**config.mk**
```make
export PLATFORM = sky130hd
export DESIGN_NAME = epr_regs
export DESIGN_NICKNAME = d
export VERILOG_FILES = /design/src/rtl/epr_regs.v
export VERILOG_INCLUDE_DIRS = /design/src /design/src/rtl
export SDC_FILE = /design/constraint.sdc
export NUM_CORES = 1
export LEC_CHECK = 0
export BUFFER_PORTS_ARGS = -buffer_cell sky130_fd_sc_hd__buf_4
export CAP_MARGIN = 15
export CORE_MARGIN = 3
export CORE_UTILIZATION = 45
export CTS_CLUSTER_DIAMETER = 100
export DETAILED_ROUTE_END_ITERATION = 10
export GPL_TIMING_DRIVEN = 0
export PLACE_DENSITY = 0.87
export SLEW_MARGIN = 5
export SYNTH_ARGS = -nofsm -noshare
export SYNTH_HDL_FRONTEND = slang
export SYNTH_SLANG_ARGS = --single-unit
```
**constraint.sdc**
```tcl
create_clock -name sys_clk -period 3.9 [get_ports sys_clk]
set_clock_uncertainty 0.05 [all_clocks]
set_input_delay 0.39 -clock sys_clk [delete_from_list [all_inputs] [get_ports sys_clk]]
set_output_delay 0.39 -clock sys_clk [all_outputs]
set_load 0.05 [all_outputs]
```
**src/rtl/epr_defs.vh**
```
// register map, field positions and defaults of the enable pin routing bank
`ifndef EPR_DEFS_VH
`define EPR_DEFS_VH

// printed offsets are register indices, not all multiples of four
`define EPR_IDX_PIN3_LINEAR 8'h33
`define EPR_IDX_PIN3_CONVERTER 8'h34
`define EPR_IDX_PIN4_LINEAR 8'h35
`define EPR_IDX_PIN4_CONVERTER 8'h36
`define EPR_ADDR_W 8
`define EPR_REG_W 8
`define EPR_CONV_W 6
`define EPR_LIN_LO 0
`define EPR_LIN_HI 7
`define EPR_CNV_LIN9 0
`define EPR_CNV_LIN10 1
`define EPR_CNV_BUCK_LO 2
`define EPR_CNV_BUCK_HI 5
`define EPR_NUM_LINEAR 10
`define EPR_NUM_BUCK 4
`define EPR_NUM_REG 14
`define EPR_DEF_PIN3_LINEAR 8'h00
`define EPR_DEF_PIN3_CONVERTER 6'h00
`define EPR_DEF_PIN4_LINEAR 8'h00
`define EPR_DEF_PIN4_CONVERTER 6'h00
`define EPR_ZERO_8 8'h00
`define EPR_ZERO_32 32'h0000_0000
`define EPR_RESERVED_BITS_ZERO 2'h0
`define EPR_RSP_OKAY 2'h0
`define EPR_RSP_SLVERR 2'h2
`define EPR_PAD_24 24'h00_0000
`define EPR_ZERO_10 10'h000
`define EPR_ZERO_4 4'h0

`endif

```
**src/rtl/epr_regs.v**
```verilog
// enable pin routing register bank with avalon-mm slave and pin gating
//
// Added by the designer: the Avalon-MM register port.
`timescale 1ns/100ps
`default_nettype none

`include "epr_defs.vh"

// Notes on behaviour
// - index 33h bits 7..0 route third enable pin to linear regulators 8..1.
// - index 34h bits 5..2 bucks 4..1, bits 1..0 linear 10,9 for third pin.
// - index 35h bits 7..0 route fourth enable pin to linear regulators 8..1.
// - index 36h bits 5..2 bucks 4..1, bits 1..0 linear 10,9 for fourth pin.
// - converter-select bits 7 and 6 read zero; writes to them are ignored.
// - all four routing registers return to defaults on power-on reset.
// - cleared select bit leaves that pin without influence on the regulator.
module epr_regs #(
   parameter [7:0] DEF_PIN3_LINEAR = `EPR_DEF_PIN3_LINEAR,
   parameter [5:0] DEF_PIN3_CONVERTER = `EPR_DEF_PIN3_CONVERTER,
   parameter [7:0] DEF_PIN4_LINEAR = `EPR_DEF_PIN4_LINEAR,
   parameter [5:0] DEF_PIN4_CONVERTER = `EPR_DEF_PIN4_CONVERTER
) (
   input wire sys_clk,
   input wire resetn,
   input wire [9:0] avs_address,
   input wire avs_read,
   input wire avs_write,
   input wire [31:0] avs_writedata,
   input wire [3:0] avs_byteenable,
   output reg [31:0] avs_readdata,
   output reg avs_waitrequest,
   output reg [1:0] avs_response,
   input wire third_enable_pin,
   input wire fourth_enable_pin,
   output reg [9:0] linear_pin_enable,
   output reg [3:0] buck_pin_enable,
   output reg [9:0] linear_pin3_route,
   output reg [3:0] buck_pin3_route,
   output reg [9:0] linear_pin4_route,
   output reg [3:0] buck_pin4_route
);

////////////////////////////////////////////////////////////////////////////////
// registers and pin synchronisers

reg [7:0] pin3_linear_select_r;
reg [5:0] pin3_converter_select_r;
reg [7:0] pin4_linear_select_r;
reg [5:0] pin4_converter_select_r;
reg [1:0] pin3_sync_r;
reg [1:0] pin4_sync_r;
reg busy_r;
wire [7:0] reg_index;
wire hit;
wire req;
wire [9:0] lin3_sel;
wire [9:0] lin4_sel;
wire [3:0] buck3_sel;
wire [3:0] buck4_sel;
reg [7:0] rd_byte;

// word index = byte address / 4
assign reg_index = avs_address[9:2];
assign req = (avs_read | avs_write) & ~busy_r;
assign hit = (reg_index == `EPR_IDX_PIN3_LINEAR) || (reg_index == `EPR_IDX_PIN3_CONVERTER) ||
   (reg_index == `EPR_IDX_PIN4_LINEAR) || (reg_index == `EPR_IDX_PIN4_CONVERTER);

always @(posedge sys_clk) begin
   if (!resetn) begin
      pin3_sync_r <= 2'b00;
      pin4_sync_r <= 2'b00;
   end else begin
      pin3_sync_r <= {pin3_sync_r[0], third_enable_pin};
      pin4_sync_r <= {pin4_sync_r[0], fourth_enable_pin};
   end
end

////////////////////////////////////////////////////////////////////////////////
// read mux

always @* begin
   case (reg_index)
      `EPR_IDX_PIN3_LINEAR: rd_byte = pin3_linear_select_r;
      `EPR_IDX_PIN3_CONVERTER: rd_byte = {`EPR_RESERVED_BITS_ZERO, pin3_converter_select_r};
      `EPR_IDX_PIN4_LINEAR: rd_byte = pin4_linear_select_r;
      `EPR_IDX_PIN4_CONVERTER: rd_byte = {`EPR_RESERVED_BITS_ZERO, pin4_converter_select_r};
      default: rd_byte = `EPR_ZERO_8;
   endcase
end

////////////////////////////////////////////////////////////////////////////////
// bus slave: one wait cycle, answer on the second edge of the request

always @(posedge sys_clk) begin
   if (!resetn) begin
      // power-on reset reloads programmed defaults
      pin3_linear_select_r <= DEF_PIN3_LINEAR;
      pin3_converter_select_r <= DEF_PIN3_CONVERTER;
      pin4_linear_select_r <= DEF_PIN4_LINEAR;
      pin4_converter_select_r <= DEF_PIN4_CONVERTER;
      busy_r <= 1'b0;
      avs_waitrequest <= 1'b1;
      avs_readdata <= `EPR_ZERO_32;
      avs_response <= `EPR_RSP_OKAY;
   end else begin
      busy_r <= 1'b0;
      avs_waitrequest <= 1'b1;
      if (req) begin
         busy_r <= 1'b1;
         avs_waitrequest <= 1'b0;
         // unmapped index answers slave error, reads zero
         avs_response <= hit ? `EPR_RSP_OKAY : `EPR_RSP_SLVERR;
         avs_readdata <= avs_read ? {`EPR_PAD_24, rd_byte} : `EPR_ZERO_32;
         if (avs_write && avs_byteenable[0]) begin
            case (reg_index)
               `EPR_IDX_PIN3_LINEAR: pin3_linear_select_r <= avs_writedata[7:0];
               `EPR_IDX_PIN3_CONVERTER:
                  pin3_converter_select_r <= avs_writedata[5:0];
               `EPR_IDX_PIN4_LINEAR: pin4_linear_select_r <= avs_writedata[7:0];
               `EPR_IDX_PIN4_CONVERTER:
                  pin4_converter_select_r <= avs_writedata[5:0];
               default: ;
            endcase
         end
      end
   end
end

////////////////////////////////////////////////////////////////////////////////
// routing: each regulator sees a pin only when its select bit is set

assign lin3_sel = {pin3_converter_select_r[`EPR_CNV_LIN10], pin3_converter_select_r[`EPR_CNV_LIN9],
   pin3_linear_select_r};
assign lin4_sel = {pin4_converter_select_r[`EPR_CNV_LIN10], pin4_converter_select_r[`EPR_CNV_LIN9],
   pin4_linear_select_r};
assign buck3_sel = pin3_converter_select_r[`EPR_CNV_BUCK_HI:`EPR_CNV_BUCK_LO];
assign buck4_sel = pin4_converter_select_r[`EPR_CNV_BUCK_HI:`EPR_CNV_BUCK_LO];

always @(posedge sys_clk) begin
   if (!resetn) begin
      linear_pin_enable <= `EPR_ZERO_10;
      buck_pin_enable <= `EPR_ZERO_4;
      linear_pin3_route <= `EPR_ZERO_10;
      buck_pin3_route <= `EPR_ZERO_4;
      linear_pin4_route <= `EPR_ZERO_10;
      buck_pin4_route <= `EPR_ZERO_4;
   end else begin
      linear_pin3_route <= lin3_sel;
      buck_pin3_route <= buck3_sel;
      linear_pin4_route <= lin4_sel;
      buck_pin4_route <= buck4_sel;
      // cleared bit gates the pin out entirely
      linear_pin_enable <= ({10{pin3_sync_r[1]}} & lin3_sel) |
         ({10{pin4_sync_r[1]}} & lin4_sel);
      buck_pin_enable <= ({4{pin3_sync_r[1]}} & buck3_sel) |
         ({4{pin4_sync_r[1]}} & buck4_sel);
   end
end

endmodule // epr_regs

`default_nettype wire

```
# After elaboration in Yosys (flattened, before gate mapping)
# Cells that the tools add are included.
# totals
regBits,110
in_bits,52
output_inout_bits,77
# classes
n_eq_ne,4
muxes,5
bitwise_logic,9
reduce_logical,8
# op_table
cell,count
"8-bit by 6-bit equality test with 1-bit output, second input constant",4
8-bit one-hot mux with 4 select lines,1
10-bit AND,2
3-bit AND reduction,4
10-bit OR,1
4-bit AND,2
8-bit two-way mux,1
4-bit OR,1
1-bit logical OR,3
1-bit two-way mux,2
2-bit two-way mux,1
1-bit AND,1
1-bit logical AND,1
1-bit NOT,1
1-bit OR,1

# Depth between registers and ports, before layout
# Gate-level depths: netlist of run 1.
# depth
word_depth,5
ltp_mapped,6

# Worst setup path after synthesis of run 1
# Ideal clock, no wire load.
# synth_timing
kind,in2reg
from,input avs_address[5]
to,register pin4_linear_select_r[6]
setup_time_ns,0.120
arrival_time_ns,1.308
setup_slack_ns,2.423
path_stages,5
path_buffers,1
path_cell_list,nor4b_4 nand4_2 buf_2 nand2_1 o21ai_1
# synth_via
elab_chain_len,2
# synth_lines
item,line_no,source
start: declaration,epr_regs.v:25,"input wire [9:0] avs_address,"
8-bit by 6-bit equality test with 1-bit output,epr_regs.v:115,case (reg_index)
3-bit AND reduction (no source line),-,
end signal: assignment,epr_regs.v:119,`EPR_IDX_PIN4_LINEAR: pin4_linear_select_r <= avs_writedata[7:0];
end: declaration,epr_regs.v:48,reg [7:0] pin4_linear_select_r;
# Every way passes these cells.
# A chain may end at the register's enable or synchronous reset.

==> results of run 1 <==
## metal layers
metal	vias up	wire length, µm	global-route usage, %
met5	-	0	0
li1	1248	-	-
met1	1110	3270	25.1
met4	0	99	6.59
met3	11	622	5.31
met2	115	3590	33.2
## cell type report
cell class | instances | area, µm² | share of cell area, %
well taps | 77 | 96.3 | 2.39
clock inverters | 6 | 61.3 | 1.52
repair buffers | 74 | 556 | 13.8
inverters | 1 | 3.75 | 0.0931
clock buffers | 10 | 138 | 3.41
flip-flops and latches | 85 | 1700 | 42.2
multi-input cells | 217 | 1220 | 30.3
plain buffers | 41 | 253 | 6.27
## power breakdown
group	switching (W)	total (W)	internal, W	leakage [nW]
logic	0.000104	0.000152	0.0000482	1.01
clock network	0.000299	0.000611	0.000312	0.102
registers	0.00000300	0.000875	0.000872	0.686
## sequential cells by signal (all words and copies together) (netlist names)
| signal | flops |
|---|---|
| avs_readdata | 8 |
| avs_response | 1 |
| avs_waitrequest | 1 |
| buck_pin3_route | 4 |
| buck_pin4_route | 4 |
| buck_pin_enable | 4 |
| busy_r | 1 |
| linear_pin3_route | 10 |
| linear_pin4_route | 10 |
| linear_pin_enable | 10 |
| pin3_converter_select_r | 6 |
| pin3_linear_select_r | 8 |
| pin3_sync_r | 2 |
| pin4_converter_select_r | 6 |
| pin4_linear_select_r | 8 |
| pin4_sync_r | 2 |
## how the worst min path moves through the flow
stage / start / end / slack [ns]
after floorplan: pin3_sync_r[0] / pin3_sync_r[1] / 0.36
after global placement: pin3_sync_r[0] / pin3_sync_r[1] / 0.37
after detailed placement: pin4_sync_r[0] / pin4_sync_r[1] / 0.38
after CTS: fourth_enable_pin / pin4_sync_r[0] / 0.19
after global routing: fourth_enable_pin / pin4_sync_r[0] / 0.21
final: fourth_enable_pin / pin4_sync_r[0] / 0.21
## cells in the mapped netlist, types with 2 or more instances
master / instances
nand4_1: 3
and2_1: 34
a211oi_1: 6
clkbuf_1: 11
nor2_1: 6
o21ai_1: 35
a22oi_1: 14
buf_4: 25
and3_1: 6
mux2i_1: 6
nand4_2: 3
buf_2: 4
a22o_1: 2
nor2b_1: 18
dfxtp_1: 85
o21ai_0: 2
nand2_1: 47
and3b_1: 4
## kinds of logic after synthesis
family | after synthesis | synth area share (%)
DFF | 85 | 55.1
muxes | 6 | 1.94
AOI/OAI and AO/OA | 61 | 11.9
other | 1 | 0.121
and+or+nand+nor | 124 | 22.3
buffers and inverters | 42 | 8.30
xor gates and xnor gates | 1 | 0.283
## worst reg2reg max path: cells and delay by family (launching register included)
| kind | cells | cell delay (ns) |
|---|---|---|
| flops | 1 | 0.34 |
| compound gates | 1 | 0.08 |
| simple gates | 3 | 0.66 |
| buf+inv | 1 | 0.28 |
## stage by stage
step	cells	util [%]	total power, W	setup WS, ns
floorplan	344	-	0.00101	2.42
global placement	495	59.0	0.00104	2.02
detailed placement	495	59.0	0.00105	1.99
CTS	511	62.1	0.00165	2.35
global route	511	62.1	0.00170	2.24
finish	511	62.1	0.00164	2.36
==> impl_metrics.yaml, run 1 <==
setup_path:
  r2r-end: "pin3_converter_select_r[4]"
  worstSetupStartpointType: "input port"
  cp-endpoint: "pin4_linear_select_r[1]"
  cp.depth: 5
  arrival_ns: 1.77
  critPathLaunch: "resetn"
  regToRegSetupSlack_ns: 2.38
  rr_worst_depth: 5
  r2r_start: "busy_r"
  endpoint_kind: "flop"
  max_stage_delay_ns: 0.50
  worst_ep_required_time_ns: 4.13
  crit_top_cell: "clkbuf_1"
  slowest_stage: "clkbuf_1"
  critical_path.max_fanout: 10
  cp_num_buf_inv: 3
  worstPathCellList: "buf_4 > clkbuf_1 > clkbuf_1 > nand2_1 > o21ai_1"
  critical_path_class: "input port to flop"
  crit_family: "buffers and inverters"
place:
  dpl-instance-area_mm2: 0.00383
  portBuffers: 74
  place_hpwl_um: 5600
  gp_congestion: 0.869
sta:
  final_hold_viol_count: 0
  slew_headroom_pct: 62.3
  fin_setup_tns_ns: 0
  tightest_slew_ns: 0.566
  fin_crit_ns: 1.54
  whs_ns: 0.205
  period_share_pct: 39.4
  setup_viol: 0
  clock.fmax_ghz: 0.650
  rsz0062_at_grt: "no"
  drv_slew: 0
floorplanning:
  die-area_mm2: 0.00790
  core-area_mm2: 0.00649
  io_pins: 129
  dieWidth_um: 88.9
  die_h_um: 88.9
  rows: 29
  start_util_pct: 47.6
synthesis:
  avgSynthCellArea_um2: 9.66
  synth_top_area_share_pct: 55.1
  ys_top_cells_by_area: "dfxtp_1, and2_1, buf_4"
  seq_area_frac_synth_pct: 55.1
  synthesis.area_mm2: 0.00309
  yosys.cell_types.count: 27
  yosys_warnings: 0
  synth-edff-count: 0
  syn_inst: 320
  synth-async-reset-ratio_pct: 0
  synth.largest_area_cell: "dfxtp_1"
  ys_ff_latch: 85
  synth_flop_cell: "dfxtp_1"
outcome:
  run_status: "finished, final reports clean"
cts:
  hold_buffers: 0
  clock_latency_ns: 0.35
  cts-resized-gates: 0
  clk_pin_slew_worst_paths_ns: 0.08
  cts_made_buffers: 9
  cts_root_buf: "clkbuf_8"
  htree_levels: 3
  clock_sinks: 85
  clock_tree.buffer_depth: 2
  post-cts-setup-buffers: 0
  cts_tree: "yes"
hold_path:
  whs_path_depth: 2
  hold_path.class: "input port to flop"
power:
  powerDensity_mw_per_mm2: 406
  irDropWorstVdd_v: 0.000191
  p_leak_nw: 1.80
detailed_routing:
  wire_per_inst_um: 14.8
  wl_um: 7590
  via_per_inst: 4.86
  vias: 2484
  post-route-drc-count: 0
  firstDrtPassIters: 4
  initialDrtViolationCount: 100
  ant_nets: 0
global_route:
  antenna_found_initial: 0
  grt_pass1_vias: 2362
  grt_max_degree: 15
  grt_usage_pct: 20.0
  gr-total-overflow: 0
  grt_pass1_wl_um: 11700
job:
  maxCapViolations: 0
final_layout:
  drive_above_1_share_pct: 28.6
  syn_to_final_growth_pct: 30.4
  diodes: 0
  mostFrequentLayoutCells: "buf_4, dfxtp_1, nand2_1"
  final_nets: 481
  finalInstanceArea_mm2: 0.00403
  nFillCells: 538
  mostFrequentLayoutCell: "buf_4"
Power figures use the tool's default switching activity.
==> inputs of run 2 (changes only) <==
CORE_UTILIZATION = 43   (was 45)
clock period = 1.2 ns   (was 3.9 ns; I/O delays follow)
==> run 2 against run 1 <==
  * The flow now finishes with violations (negative setup slack)
  * Clock power rose to 3.7 times the previous value
  * Utilization grew 2.1 points
  * Total power rose to 3.4 times the previous value
  * Die area grew 4.3%
  * Combinational power grew to 3.4 times the previous value
  * Clock-buffer cell count shrank 1
  * Register-to-register slack got worse by 2.6 ns
  * Routed wire length grew 17%
  * Via count rose by 11%
  * Cell count up 6.7%
  * Critical path type is now flop to flop
==> impl_metrics.yaml, run 2 (synthesized netlist as in run 1, its figures left out) <==
outcome:
  run_status: "finished, violations left"
  violations: "negative setup slack"
sta:
  whs_ns: 0.00150
  drv_slew: 0
  setup_viol: 28
  fin_crit_ns: 1.40
  tightest_slew_ns: 0.579
  clock.fmax_ghz: 0.714
  slew_headroom_pct: 61.3
  rsz0062_at_grt: "yes"
  worst_slack_ns: -0.201
  period_share_pct: 117
  final_hold_viol_count: 0
detailed_routing:
  wl_um: 8870
  via_per_inst: 5.04
  initialDrtViolationCount: 303
  post-route-drc-count: 0
  vias: 2748
  wire_per_inst_um: 16.3
  firstDrtPassIters: 6
  ant_nets: 0
global_route:
  antenna_found_initial: 0
  grt_max_degree: 16
  grt_usage_pct: 19.8
  gr-total-overflow: 0
  grt_pass1_vias: 2646
  grt_pass1_wl_um: 12900
place:
  place_hpwl_um: 5570
  place_ws_ns: -0.413
  dpl-instance-area_mm2: 0.00387
  portBuffers: 74
  gp_congestion: 0.909
final_layout:
  diodes: 0
  regArea_mm2: 0.00170
  drive_above_1_share_pct: 40.1
  mostFrequentLayoutCell: "buf_4"
  multi_input_area_mm2: 0.00136
  mostFrequentLayoutCells: "buf_4, dfxtp_1, and2_1"
  finalInstanceArea_mm2: 0.00441
  top_regs: "linear_pin3_route (10), linear_pin4_route (10), linear_pin_enable (10)"
  nFillCells: 502
  syn_to_final_growth_pct: 42.6
  final_nets: 496
power:
  irDropWorstVdd_v: 0.000580
  powerDensity_mw_per_mm2: 1270
  p_leak_nw: 1.94
cts:
  clock_sinks: 85
  cts_made_buffers: 9
  htree_levels: 3
  cts_tree: "yes"
  clock_latency_ns: 0.37
  clock_tree.buffer_depth: 2
  cts_root_buf: "clkbuf_8"
  clk_pin_slew_worst_paths_ns: 0.09
floorplanning:
  io_pins: 129
  die-area_mm2: 0.00824
  core-area_mm2: 0.00687
  rows: 30
  start_util_pct: 45.0
  die_h_um: 90.8
  dieWidth_um: 90.8
setup_path:
  critical_path_class: "flop to flop"
  arrival_ns: 1.59
  worst_ep_required_time_ns: 1.39
  endpoint_kind: "flop"
  worstSetupStartpointType: "flop"
  critical_path.max_fanout: 4
hold_path:
  hold_path.class: "input port to flop"
job:
  maxCapViolations: 0
run 2: cell count changes in the layout (fill, tap and decap cells not counted), moves of 5 or more:
cell      change
buf_4         +5
buf_6         +9
clkbuf_1      -6
nand2_1      -21
nand2_2      +18
o21ai_1      -13
o21ai_2      +13
run 2: per-stage QoR:
stage | setup TNS (ns) | util (%) | power (W) | std cells
2_1_floorplan | 0 | - | 0.00327 | 344
3_3_place_gp | -13.25 | 56.4 | 0.00338 | 514
3_5_place_dp | -14.54 | 56.4 | 0.00339 | 514
4_1_cts | -1.82 | 62.4 | 0.00555 | 541
5_1_grt | -4.34 | 64.1 | 0.00575 | 545
6_report | -2.97 | 64.1 | 0.00561 | 545
run 2: final timing paths:
path	start	endpoint	slack, ns	cells after the start
min reg2reg	pin4_sync_r[0]	pin4_sync_r[1]	0.40	1
max reg2reg	busy_r	pin3_converter_select_r[2]	-0.20	5
max	busy_r	pin3_converter_select_r[2]	-0.20	5
min	avs_writedata[6]	pin3_linear_select_r[6]	0.002	3
run 2: worst max-delay path: stages, from the launching register on:
cell,delay [ns]
dfxtp_2,0.33
and3b_2,0.30
nand4_1,0.21
buf_4,0.22
nand2_2,0.07
o21ai_1,0.08
run 2: final cells by class:
| type | instances | area share (%) |
|---|---|---|
| flip-flops and latches | 85 | 38.7 |
| multi-input cells | 217 | 30.8 |
| repair buffers | 90 | 16.1 |
| plain buffers | 40 | 6.50 |
| clock buffers | 9 | 2.81 |
| well taps | 96 | 2.73 |
| clock inverters | 7 | 2.27 |
| inverters | 1 | 0.0852 |
run 2: what timing repair did:
item | in CTS | in global routing
gates cloned | 3 | 0
hold endpoints to repair | 4 | 0
pin swaps | 9 | 3
endpoints found under the setup margin | 41 | 44
hold buffers | 3 | 0
buffers inserted | 6 | 4
gates resized for setup | 29 | 30
run 2: routing by layer:
| metal | share of wire [%] | routed length (µm) | GRT usage (%) | vias to the layer above |
|---|---|---|---|---|
| met5 | 0 | 0 | 0 | - |
| met4 | 5.3 | 469 | 13.1 | 0 |
| met3 | 9.1 | 806 | 5.42 | 44 |
| met2 | 47 | 4170 | 32.6 | 178 |
| met1 | 39 | 3420 | 22.3 | 1256 |
| li1 | - | - | - | 1270 |
run 2: where the power goes:
group	leakage, nW	internal [W]	switching (W)	total (W)
Clock	0.102	0.00118	0.00106	0.00224
Combinational	1.15	0.000171	0.000347	0.000519
Sequential	0.687	0.00283	0.0000145	0.00285
Total	1.94	0.00418	0.00143	0.00561
==> inputs of run 3 (changes only) <==
CELL_PAD_IN_SITES_DETAIL_PLACEMENT = 1   (was unset)
CELL_PAD_IN_SITES_GLOBAL_PLACEMENT = 1   (was unset)
CORE_UTILIZATION = 31   (was 43)
PLACE_DENSITY = 0.86   (was 0.87)
==> run 3 against run 2 <==
  * The flow still finishes with violations (negative setup slack)
  * Flip-flop and latch count unchanged
  * Clock power hardly changed
  * Non-clock buffer count is the same
  * Global-route usage is 2.5 points lower
  * Die area up 36%
  * First-iteration DRC count is 63% lower
  * Total power up 0.68%
  * Routed wire length grew 15%
  * Clock-buffer cell count is the same
  * Cell count is 6.1% higher
  * Critical path type unchanged
  * Highest routed layer unchanged
==> impl_metrics.yaml, run 3 (synthesized netlist as in run 1, its figures left out) <==
cts:
  cts_made_buffers: 9
  clk_pin_slew_worst_paths_ns: 0.09
  clock_latency_ns: 0.37
  htree_levels: 3
  clock_tree.buffer_depth: 2
  cts_tree: "yes"
  clock_sinks: 85
  cts_root_buf: "clkbuf_8"
outcome:
  violations: "negative setup slack"
  run_status: "finished, violations left"
place:
  gp_congestion: 0.815
  portBuffers: 74
  place_ws_ns: -0.433
  place_hpwl_um: 6580
sta:
  setup_viol: 28
  drv_slew: 0
  period_share_pct: 112
  fin_setup_tns_ns: -2.56
  clock.fmax_ghz: 0.742
  worst_slack_ns: -0.148
  fin_crit_ns: 1.35
  tightest_slew_ns: 0.568
  rsz0062_at_grt: "yes"
  final_hold_viol_count: 0
  slew_headroom_pct: 62.2
final_layout:
  syn_to_final_growth_pct: 45.9
  final_nets: 496
  diodes: 0
  nFillCells: 1100
  top_regs: "linear_pin3_route (10), linear_pin4_route (10), linear_pin_enable (10)"
  mostFrequentLayoutCells: "buf_4, dfxtp_1, and2_1"
  mostFrequentLayoutCell: "buf_4"
  drive_above_1_share_pct: 39.9
floorplanning:
  dieWidth_um: 106
  die-area_mm2: 0.0112
  io_pins: 129
  start_util_pct: 32.7
  die_h_um: 106
  rows: 35
  core-area_mm2: 0.00946
power:
  pwr-share-clk_pct: 40.2
  p_seq_share_pct: 50.5
  p_int_w: 0.00419
  power_switching_share_pct: 25.9
  p_leak_nw: 1.96
  comb_power_share_pct: 9.3
  powerDensity_mw_per_mm2: 1250
  switching_power_w: 0.00146
  irDropWorstVdd_v: 0.000573
hold_path:
  hold_path.class: "input port to flop"
detailed_routing:
  ant_nets: 0
  vias: 2730
  via_per_inst: 4.72
  wl_um: 10200
  initialDrtViolationCount: 112
  wire_per_inst_um: 17.6
  post-route-drc-count: 0
  firstDrtPassIters: 4
setup_path:
  worstSetupStartpointType: "flop"
  endpoint_kind: "flop"
  worstPathCellList: "and3b_2 > nand4_1 > clkbuf_8 > nand2_1 > o21ai_1"
  worst_ep_required_time_ns: 1.41
  arrival_ns: 1.56
  critical_path.max_fanout: 10
  cp_num_buf_inv: 1
  crit_family: "simple AND/OR/NAND/NOR gates"
  max_stage_delay_ns: 0.33
  critical_path_class: "flop to flop"
  slowest_stage: "dfxtp_2"
global_route:
  antenna_found_initial: 0
  grt_usage_pct: 17.3
  grt_pass1_wl_um: 14800
  gr-total-overflow: 0
  grt_pass1_vias: 2763
  grt_max_degree: 16
job:
  maxCapViolations: 0
## run 3: changes by cell type in the layout (fill, tap and decap cells not counted), moves of 2 or more
cell and delta:
o21ai_2 -3, nand2_4 +5, buf_4 -2, o21ai_1 +3, nand2_2 -3, clkinv_4 -2
buf_8 +2, nand2_1 -2
## run 3: worst min-delay path: stages
cell,delay [ns]
buf_4,0.08
nand2_1,0.10
o21ai_1,0.13
## run 3: cell type report
| cell class | count | area, µm² | area share [%] |
|---|---|---|---|
| inverter | 1 | 3.75 | 0.0833 |
| buffer | 40 | 298 | 6.61 |
| clock inverter | 7 | 98.8 | 2.19 |
| sequential | 85 | 1700 | 37.8 |
| tap | 129 | 161 | 3.58 |
| timing repair buffer | 90 | 742 | 16.5 |
| clock buffer | 9 | 124 | 2.75 |
| multi-input combinational | 217 | 1380 | 30.5 |
## run 3: metrics by stage
| step | area, µm² | power (W) | util, % | hold WS (ns) | cells |
|---|---|---|---|---|---|
| floorplan | 3200 | 0.00327 | - | 0.197 | 344 |
| global placement | 3910 | 0.00339 | 41.4 | 0.286 | 547 |
| detailed placement | 3910 | 0.00340 | 41.4 | 0.287 | 547 |
| CTS | 4330 | 0.00563 | 45.8 | 0.0441 | 574 |
| global route | 4510 | 0.00581 | 47.7 | 0.0651 | 578 |
| finish | 4510 | 0.00564 | 47.7 | 0.0507 | 578 |
## run 3: timing repair
action,4_1_cts,5_1_grt
resized for setup,29,41
hold buffers,4,0
setup endpoints to repair,46,44
hold endpoints to repair,5,0
buffers inserted,6,3
pin swaps,12,5
gates cloned,2,1
## run 3: power by group through the flow
stage	clock (W)	sequential (W)	combinational, W
2_1_floorplan	0	0.00293	0.000343
5_1_grt	0.00241	0.00285	0.000555
6_report	0.00227	0.00285	0.000524
4_1_cts	0.00227	0.00285	0.000508
3_5_place_dp	0	0.00291	0.000490
3_3_place_gp	0	0.00291	0.000486
## run 3: worst paths after layout
check                                      start                         end  slack [ns]  cells after the start
worst max-delay path                      busy_r  pin3_converter_select_r[1]       -0.15                      5
worst max register to register            busy_r  pin3_converter_select_r[1]       -0.15                      5
worst min-delay path            avs_writedata[4]     pin3_linear_select_r[4]        0.05                      3
worst min register to register    pin3_sync_r[0]              pin3_sync_r[1]        0.39                      1
## run 3: layer usage
layer / part of all wire [%] / GRT usage [%] / up-vias
li1: - / - / 1276
met1: 40 / 18.8 / 1335
met2: 51 / 29.9 / 100
met3: 6.6 / 5.14 / 19
met4: 2.7 / 9.71 / 0
met5: 0 / 0 / -
